File: src/disk_write_pkg.sv
package disk_write_pkg;
  // ************************************************************
  // sizes
  // ************************************************************
  localparam int sel_width = 6;
  localparam int group_width = 3;
  localparam int channel_count = 64;
  localparam int group_size = 8;
  localparam int board_count = 3;
  localparam int ff_per_board = 3;
  localparam int info_ff_count = 2;
  localparam int loop_count = board_count * ff_per_board - info_ff_count;
  localparam int target_width = 3;
  localparam int fifo_depth = 16;

  // ************************************************************
  // field positions and reset values
  // ************************************************************
  localparam int horiz_lsb = 0;
  localparam int vert_lsb = 3;
  localparam logic [target_width-1:0] target_info = 3'h0;
  localparam logic [sel_width-1:0] sel_reset = 6'h00;
  localparam logic info_ff_reset = 1'h1;
  localparam logic loop_ff_reset = 1'h0;

  // ************************************************************
  // types
  // ************************************************************
  typedef enum logic [1:0] {
    cmd_not_write,
    cmd_write_zero,
    cmd_write_one
  } write_cmd_type;

  // target 0 is the information channel path, 1..7 the loop and register amplifiers
  typedef struct packed {
    logic [target_width-1:0] target;
    logic [sel_width-1:0] channel;
    write_cmd_type cmd;
  } write_req_type;

  localparam int req_width = $bits(write_req_type);

  typedef struct packed {
    logic info_write_ff_zero;
    logic info_write_ff_one;
  } info_pair_type;
endpackage

File: src/disk_write_channel_select.sv
// Operation
// - each of 64 selector codes gates one switch
// - octal channel number equals selector bits, bit one lowest
// - at most one channel head records
// - gate needs both horizontal and vertical group decode
// - loop amplifier accepts only write one, write zero
// - write zero sets loop flip-flop to zero
// - write one sets loop flip-flop to one
// - channel path has three commands in flip-flop pair
// - pair 11 idle, 10 write one, 01 write zero
// - flip-flop one state gives no head current
// - channel current only while some switch gated
// - first flip-flop current records zero bit
// - second flip-flop current records one bit
// - nine amplifier flip-flops, two shared by channels

// ************************************************************
// command fifo
// ************************************************************
module write_cmd_fifo #(
  parameter int width = 8,
  parameter int depth = 16
) (
  input wire logic i_ref_clk,
  input wire logic i_arst_n,
  input wire logic i_valid,
  output logic o_ready,
  input wire logic [width-1:0] i_data,
  output logic o_valid,
  input wire logic i_ready,
  output logic [width-1:0] o_data
);
  localparam int aw = $clog2(depth);

  logic [width-1:0] mem [depth];
  logic [aw-1:0] wr_ptr;
  logic [aw-1:0] rd_ptr;
  logic [aw:0] count;
  logic push;
  logic pop;
  logic full;
  logic empty;
  logic [aw:0] next_count;

  // ************************************************************
  // flags and handshake
  // ************************************************************
  assign full = (count == (aw+1)'(depth));
  assign empty = (count == '0);
  assign o_ready = !full;
  assign o_valid = !empty;
  assign push = i_valid && o_ready;
  assign pop = o_valid && i_ready;
  assign o_data = mem[rd_ptr];

  // ************************************************************
  // storage
  // ************************************************************
  // storage has no reset; only words behind a valid count are ever read
  always_ff @(posedge i_ref_clk) begin
    if (push) begin
      mem[wr_ptr] <= i_data;
    end
  end

  // ************************************************************
  // pointers
  // ************************************************************
  // wrap by compare, so a depth that is not a power of two still works
  always_ff @(posedge i_ref_clk or negedge i_arst_n) begin
    if (!i_arst_n) begin
      wr_ptr <= '0;
    end else if (push) begin
      wr_ptr <= (wr_ptr == aw'(depth - 1)) ? '0 : aw'(wr_ptr + 1'b1);
    end
  end

  always_ff @(posedge i_ref_clk or negedge i_arst_n) begin
    if (!i_arst_n) begin
      rd_ptr <= '0;
    end else if (pop) begin
      rd_ptr <= (rd_ptr == aw'(depth - 1)) ? '0 : aw'(rd_ptr + 1'b1);
    end
  end

  // ************************************************************
  // occupancy
  // ************************************************************
  always_comb begin
    next_count = count;
    if (push && !pop) begin
      next_count = (aw+1)'(count + 1'b1);
    end else if (pop && !push) begin
      next_count = (aw+1)'(count - 1'b1);
    end
  end

  always_ff @(posedge i_ref_clk or negedge i_arst_n) begin
    if (!i_arst_n) begin
      count <= '0;
    end else begin
      count <= next_count;
    end
  end
endmodule

// ************************************************************
// write path top
// ************************************************************
module disk_write_channel_select #(
  parameter int fifo_depth = disk_write_pkg::fifo_depth
) (
  input wire logic i_ref_clk,
  input wire logic i_arst_n,
  input wire logic i_bit_clk,
  input wire logic i_write_enable,
  input wire logic i_req_valid,
  output logic o_req_ready,
  input wire disk_write_pkg::write_req_type i_req,
  output logic [disk_write_pkg::channel_count-1:0] o_head_gate,
  output logic o_info_zero_current,
  output logic o_info_one_current,
  output disk_write_pkg::info_pair_type o_info_pair,
  output logic [disk_write_pkg::sel_width-1:0] o_channel_sel,
  output logic [disk_write_pkg::loop_count-1:0] o_loop_write_one,
  output logic [disk_write_pkg::loop_count-1:0] o_loop_write_zero,
  output logic o_busy
);
  // ************************************************************
  // decode helpers
  // ************************************************************
  function automatic logic [disk_write_pkg::group_size-1:0] group_decode(
    input logic [disk_write_pkg::group_width-1:0] code
  );
    logic [disk_write_pkg::group_size-1:0] hot;
    hot = '0;
    hot[code] = 1'b1;
    return hot;
  endfunction

  function automatic logic targets_info(
    input disk_write_pkg::write_req_type req
  );
    return req.target == disk_write_pkg::target_info;
  endfunction

  function automatic logic targets_loop(
    input disk_write_pkg::write_req_type req,
    input int unsigned idx
  );
    // loop amplifier idx answers to target idx plus one
    return req.target == disk_write_pkg::target_width'(idx + 1);
  endfunction

  // a side drives only while it sits at zero and its partner at one
  function automatic logic side_drives(
    input logic own,
    input logic partner
  );
    return !own && partner;
  endfunction

  // ************************************************************
  // state
  // ************************************************************
  disk_write_pkg::write_req_type head_req;
  logic head_valid;
  logic apply;
  logic applied_this_half;
  logic info_apply;
  logic [disk_write_pkg::loop_count-1:0] loop_apply;
  logic [disk_write_pkg::sel_width-1:0] channel_sel;
  disk_write_pkg::info_pair_type info_pair;
  logic [disk_write_pkg::loop_count-1:0] loop_ff;
  logic [disk_write_pkg::group_size-1:0] horiz_bus;
  logic [disk_write_pkg::group_size-1:0] vert_bus;
  logic [disk_write_pkg::channel_count-1:0] next_gate;
  logic gate_any;
  logic [disk_write_pkg::channel_count-1:0] head_gate;
  logic zero_current;
  logic one_current;

  // ************************************************************
  // command queue
  // ************************************************************
  write_cmd_fifo #(
    .width(disk_write_pkg::req_width),
    .depth(fifo_depth)
  ) u_fifo (
    .i_ref_clk(i_ref_clk),
    .i_arst_n(i_arst_n),
    .i_valid(i_req_valid),
    .o_ready(o_req_ready),
    .i_data(i_req),
    .o_valid(head_valid),
    .i_ready(apply),
    .o_data(head_req)
  );

  // ************************************************************
  // command timing
  // ************************************************************
  // one command per false half; a burst simply backs up in the fifo
  assign apply = head_valid && !i_bit_clk && !applied_this_half;
  assign info_apply = apply && targets_info(head_req);

  // ************************************************************
  // one command per false half
  // ************************************************************
  // cleared on every true cycle, so each false half gets a fresh slot
  always_ff @(posedge i_ref_clk or negedge i_arst_n) begin
    if (!i_arst_n) begin
      applied_this_half <= 1'b0;
    end else if (i_bit_clk) begin
      applied_this_half <= 1'b0;
    end else if (apply) begin
      applied_this_half <= 1'b1;
    end
  end

  // ************************************************************
  // channel selector
  // ************************************************************
  always_ff @(posedge i_ref_clk or negedge i_arst_n) begin
    if (!i_arst_n) begin
      channel_sel <= disk_write_pkg::sel_reset;
    end else if (info_apply) begin
      channel_sel <= head_req.channel;
    end
  end

  // ************************************************************
  // information channel flip-flop pair
  // ************************************************************
  always_ff @(posedge i_ref_clk or negedge i_arst_n) begin
    if (!i_arst_n) begin
      info_pair <= '{info_write_ff_zero: disk_write_pkg::info_ff_reset,
                     info_write_ff_one: disk_write_pkg::info_ff_reset};
    end else if (info_apply) begin
      unique case (head_req.cmd)
        disk_write_pkg::cmd_write_one: info_pair <= '{info_write_ff_zero: 1'b1, info_write_ff_one: 1'b0};
        disk_write_pkg::cmd_write_zero: info_pair <= '{info_write_ff_zero: 1'b0, info_write_ff_one: 1'b1};
        // 00 is never produced here, so the pair stays legal
        default: info_pair <= '{info_write_ff_zero: 1'b1, info_write_ff_one: 1'b1};
      endcase
    end
  end

  // ************************************************************
  // loop and register amplifiers
  // ************************************************************
  // nine flip-flops on three boards: two above, the rest here
  generate
    for (genvar g = 0; g < disk_write_pkg::loop_count; g++) begin : g_loop
      assign loop_apply[g] = apply && targets_loop(head_req, g);

      always_ff @(posedge i_ref_clk or negedge i_arst_n) begin
        if (!i_arst_n) begin
          loop_ff[g] <= disk_write_pkg::loop_ff_reset;
        end else if (loop_apply[g]) begin
          // not write has no meaning on a one flip-flop path and is dropped
          if (head_req.cmd == disk_write_pkg::cmd_write_one) begin
            loop_ff[g] <= 1'b1;
          end else if (head_req.cmd == disk_write_pkg::cmd_write_zero) begin
            loop_ff[g] <= 1'b0;
          end
        end
      end
    end
  endgenerate

  // ************************************************************
  // selection matrix
  // ************************************************************
  assign horiz_bus = group_decode(channel_sel[disk_write_pkg::horiz_lsb +: disk_write_pkg::group_width]);
  assign vert_bus = group_decode(channel_sel[disk_write_pkg::vert_lsb +: disk_write_pkg::group_width]);

  // ************************************************************
  // junction grid
  // ************************************************************
  generate
    for (genvar v = 0; v < disk_write_pkg::group_size; v++) begin : g_vert
      for (genvar h = 0; h < disk_write_pkg::group_size; h++) begin : g_horiz
        // junction of both bus gates and write enable; one hot per bus leaves at most one junction live
        assign next_gate[v * disk_write_pkg::group_size + h] =
          i_write_enable && vert_bus[v] && horiz_bus[h];
      end
    end
  endgenerate

  // ************************************************************
  // gate register
  // ************************************************************
  // gate and current share one edge, so a head never sees a stale command
  always_ff @(posedge i_ref_clk or negedge i_arst_n) begin
    if (!i_arst_n) begin
      head_gate <= '0;
    end else begin
      head_gate <= next_gate;
    end
  end

  assign gate_any = |head_gate;

  // ************************************************************
  // head current
  // ************************************************************
  // only primed sides drive; a side also needs its partner at one, so 00 stays silent
  always_ff @(posedge i_ref_clk or negedge i_arst_n) begin
    if (!i_arst_n) begin
      zero_current <= 1'b0;
    end else begin
      zero_current <= (next_gate != '0)
                      && side_drives(info_pair.info_write_ff_zero,
                                     info_pair.info_write_ff_one);
    end
  end

  // ************************************************************
  // one side current
  // ************************************************************
  always_ff @(posedge i_ref_clk or negedge i_arst_n) begin
    if (!i_arst_n) begin
      one_current <= 1'b0;
    end else begin
      one_current <= (next_gate != '0)
                     && side_drives(info_pair.info_write_ff_one,
                                    info_pair.info_write_ff_zero);
    end
  end

  // ************************************************************
  // outputs
  // ************************************************************
  assign o_head_gate = head_gate;
  assign o_info_zero_current = zero_current && gate_any;
  assign o_info_one_current = one_current && gate_any;
  assign o_info_pair = info_pair;
  assign o_channel_sel = channel_sel;
  assign o_loop_write_one = loop_ff;
  assign o_loop_write_zero = ~loop_ff;
  assign o_busy = head_valid;
endmodule

File: config.mk
export PLATFORM = sky130hd
export DESIGN_NAME = disk_write_channel_select
export DESIGN_NICKNAME = d
export VERILOG_FILES = /design/src/disk_write_pkg.sv /design/src/disk_write_channel_select.sv
export SDC_FILE = /design/constraint.sdc
export NUM_CORES = 1
export LEC_CHECK = 0
export ABC_AREA = 1
export ABC_CLOCK_PERIOD_IN_PS = 7600
export BUFFER_PORTS_ARGS = -buffer_cell sky130_fd_sc_hd__clkbuf_2
export CORE_MARGIN = 4
export CORE_UTILIZATION = 60
export DETAILED_ROUTE_END_ITERATION = 6
export PLACE_DENSITY_LB_ADDON = 0.12
export SLEW_MARGIN = 20
export SYNTH_ARGS = -nofsm -noshare
export SYNTH_HDL_FRONTEND = slang
export SYNTH_SLANG_ARGS = --single-unit
File: constraint.sdc
create_clock -name i_ref_clk -period 7.6 [get_ports i_ref_clk]
set_clock_uncertainty 0.1 [all_clocks]
set_input_delay 1.14 -clock i_ref_clk [delete_from_list [all_inputs] [get_ports i_ref_clk]]
set_output_delay 1.14 -clock i_ref_clk [all_outputs]
set_load 0.01 [all_outputs]
==> key figures <==
STA
  – Max-slew violations: 0
  – Worst Hold Margin: 389 ps
  – Setup violators final: 0
  – Max frequency: 301 MHz
  – Actual transition at the worst max-transition pin: 940 ps
  – Tmin final: 3320 ps
  – RSZ-0062 raised after global routing: false
  – Final hold vios: 0
  – Setup TNS: 0 ps
  – Rel. slew slack: 37.3%
  – Fin crit share: 43.6%

Outcome
  – Status: completed

Routing
  – Pre-antenna DRT Iters: 5
  – Via count: 7567
  – Vias per cell: 5.62
  – Post-Route WL: 26.0 mm
  – Iter 0 DRT Violations: 763
  – DRC: 0
  – WL/cell: 19.3 µm
  – Final ANT Viol Nets: 0

Clocking
  – Worst-path clk slew: 60 ps
  – H-tree levels: 1
  – Hold_buf cts: 0
  – TritonCTS buffer count: 28
  – Sink Count: 271
  – CTS-repair resized insts: 0
  – Post-CTS Repair Setup Buffers: 0
  – Clk_lat worst skew: 540 ps
  – CTS root buffer: clkbuf_16
  – Buffers from clock root to sink, at most: 3
  – CTS tree: yes

Setup path
  – Worst setup startpoint: u_fifo.rd_ptr[0]
  – CP Capture Type: register
  – Worst EP arrival: 3630 ps
  – Critical path startpoint category: register
  – CP top delay family: buffers and inverters
  – CP Cell Sequence: buf_4 -> o21ai_0 -> o22ai_1 -> o211ai_1 -> nand3_1 -> ha_1 -> nor2_1 -> nand3_1 -> inv_1 -> nand2_1 -> nand2_1 -> nand2_1
  – Worst-path maximum fanout: 66
  – WS Path Type: register to register
  – Reg2reg start: u_fifo.rd_ptr[0]
  – Critical-path top delay cell: dfrtp_2
  – WP data required: 7910 ps
  – Cell mode on critical path: nand2_1
  – CP max stage delay: 720 ps
  – WP buf/inv: 2

Power
  – Cell Int Power: 0.00298 W
  – Pwr dens: 371 nW/µm²
  – Worst VDD drop: 0.213 mV
  – Switching share of power: 36.4%
  – Switching power: 0.00171 W
  – Flop pwr share: 40.5%
  – Combinational Power Share: 31.0%
  – Leakage: 5.46 nW
  – Clock Power Share: 28.6%

Placed design
  – DP HPWL: 15.5 mm
  – RD Place Congestion: 0.803
  – Placed cell areas: 11700 µm²
  – Number of port buffers: 105

Die
  – IO Pins: 106
  – Initial core utilization: 61.1%
  – Chip Width: 143 µm
  – Die area: 20600 µm²
  – Placement Rows: 49
  – Core area: 18000 µm²
  – Die height: 143 µm

Cells and area
  – Syn-to-layout area delta: 14.7%
  – N_diodes: 0
  – Nets: 1128
  – Post-route cell area: 12600 µm²
  – Fillers: 1328
  – Share of post-route cells with drive strength above 1: 16.8%

Global route
  – Antenna violations before repair: 0
  – Overall routing resource usage: 25.3%
  – Vias in the first global route: 7301
  – First-pass GRT wire length: 39.8 mm
  – Largest net degree at the start of global routing: 90
  – Grt ovf: 0

Logic synthesis
  – Synth Cell Area: 11000 µm²
  – Mapped Cells: 980
  – Post-Synth XOR/XNOR Area: 0.477%
  – Mapped Nets: 1009
  – Seq/Total Area, Yosys: 69.6%
  – EDFF count, synth: 176
  – Post-Synth Simple-Gate Area: 17.2%
  – Synth top area share: 48.0%
  – Main combinational cell family by area after synthesis: simple AND/OR/NAND/NOR gates
  – Syn Area/Cell: 11.2 µm²
  – Netlist cell types: 34
  – Top cells by area, synth: edfxtp_1 48%, dfrtp_1 21%, nor2_1 6.5%, nand2_1 5.2%, o21ai_0 3.2%
  – Yosys reg bits: 271
  – Asr flop ratio synth: 35.1%
  – Post-synthesis mux area share: 0%
  – Cell taking the most area after synthesis: edfxtp_1
  – Synth warnings: 0
  – Adder-Cell Fraction of Synth Area: 1.55%
  – Complex-gate fraction of the synthesized area: 5.70%
  – Most common flop cell mapped by yosys: edfxtp_1

Worst hold path
  – HP Start: o_info_pair[0]
  – Hold Crit Class: register to register

Job
  – Maxcap violations: 0
[path summary, 6_finish.rpt]
| check | to | depth (start not counted) | slack, ps |
|---|---|---|---|
| setup / recovery | o_loop_write_one[1] | 12 | 4280 |
| hold / removal | o_info_pair[0] | 2 | 390 |
| setup reg to reg | o_loop_write_one[1] | 12 | 4280 |
| hold reg to reg | o_info_pair[0] | 2 | 390 |
| max in group asynchronous | u_fifo.rd_ptr[0] | 2 | 5810 |
| min in group asynchronous | o_loop_write_one[2] | 1 | 520 |
[cells in the mapped netlist, types with 8 or more instances]
library cell,n
nand3_1,69
nor4_1,14
o211ai_1,16
buf_2,15
edfxtp_1,176
dfrtp_1,93
o21ai_0,70
nand2_1,152
inv_1,85
nor2_1,191
clkbuf_1,8
o22ai_1,18
ha_1,12
buf_6,8
[metal layers]
layer	vias up	track usage, %	wire [µm]
li1	3535	-	-
met1	3685	36.5	10900
met2	313	41.5	12800
met3	34	3.59	1910
met4	0	6.05	374
met5	-	0	0
[area by class of cell]
class / instances / area (µm²) / area share, %
Clock buffer: 37 / 786 / 6.22
Inverter: 94 / 360 / 2.85
Multi-Input combinational cell: 581 / 2760 / 21.8
Sequential cell: 271 / 7670 / 60.7
Clock inverter: 12 / 118 / 0.931
Timing Repair Buffer: 123 / 663 / 5.25
Tap cell: 229 / 287 / 2.27
[cell families after synthesis]
logic type | after synthesis
flip-flops | 271
AO/OA/AOI/OAI | 113
XOR/XNOR | 6
AND/OR/NAND/NOR | 449
adder cells (fa/ha/maj) | 13
buffers and inverters | 128
[cell usage in the layout (no fill, tap or decap), types with 4 or more instances in the layout]
cell type  Yosys  routed
a21oi_1        5       5
buf_4          1      19
clkbuf_1       8       5
clkbuf_16      0      29
clkbuf_2       0     104
clkinv_1       2       5
clkinv_2       0       6
dfrtp_1       93      91
edfxtp_1     176     176
ha_1          12      12
inv_1         85      85
inv_2          6       6
nand2_1      152     152
nand2_2        6       6
nand3_1       69      69
nand4_1        6       6
nor2_1       191     189
nor4_1        14      14
o211ai_1      16      16
o21ai_0       70      70
o21ai_1        4       4
o22ai_1       18      18
xor2_1         5       5
[per-stage QoR]
step / util [%] / worst slack, ps / instances / total power (W)
floorplan: - / 4770 / 980 / 0.00295
global placement: 65.1 / 4380 / 1298 / 0.00331
detailed placement: 65.1 / 4300 / 1298 / 0.00336
CTS: 70.1 / 4280 / 1347 / 0.00469
global route: 70.1 / 3880 / 1347 / 0.00495
finish: 70.1 / 4280 / 1347 / 0.00469
[worst register-to-register path: stages (launching register included)]
cell      delay, ps
dfrtp_2         720
buf_4           660
o21ai_0         250
o22ai_1         220
o211ai_1        130
nand3_1         180
ha_1            270
nor2_1          210
nand3_1         150
inv_1           130
nand2_1          70
nand2_1          80
nand2_1          40
[flip-flops by register name, summed over array words and instances, names as in the netlist]
| register | count |
|---|---|
| u_fifo.wr_ptr | 4 |
| applied_this_half | 1 |
| o_loop_write_one | 7 |
| one_current | 1 |
| o_channel_sel | 6 |
| u_fifo.rd_ptr | 4 |
| u_fifo.mem | 176 |
| o_head_gate | 64 |
| zero_current | 1 |
| o_info_pair | 2 |
| u_fifo.count | 5 |
[power by group through the flow]
stage	sequential, W	clock (W)	combinational (W)
2_1_floorplan	0.00188	0	0.00107
3_3_place_gp	0.00192	0	0.00139
3_5_place_dp	0.00192	0	0.00143
4_1_cts	0.00189	0.00134	0.00145
5_1_grt	0.00192	0.00141	0.00162
6_report	0.00190	0.00134	0.00145
Power figures use the tool's default switching activity.
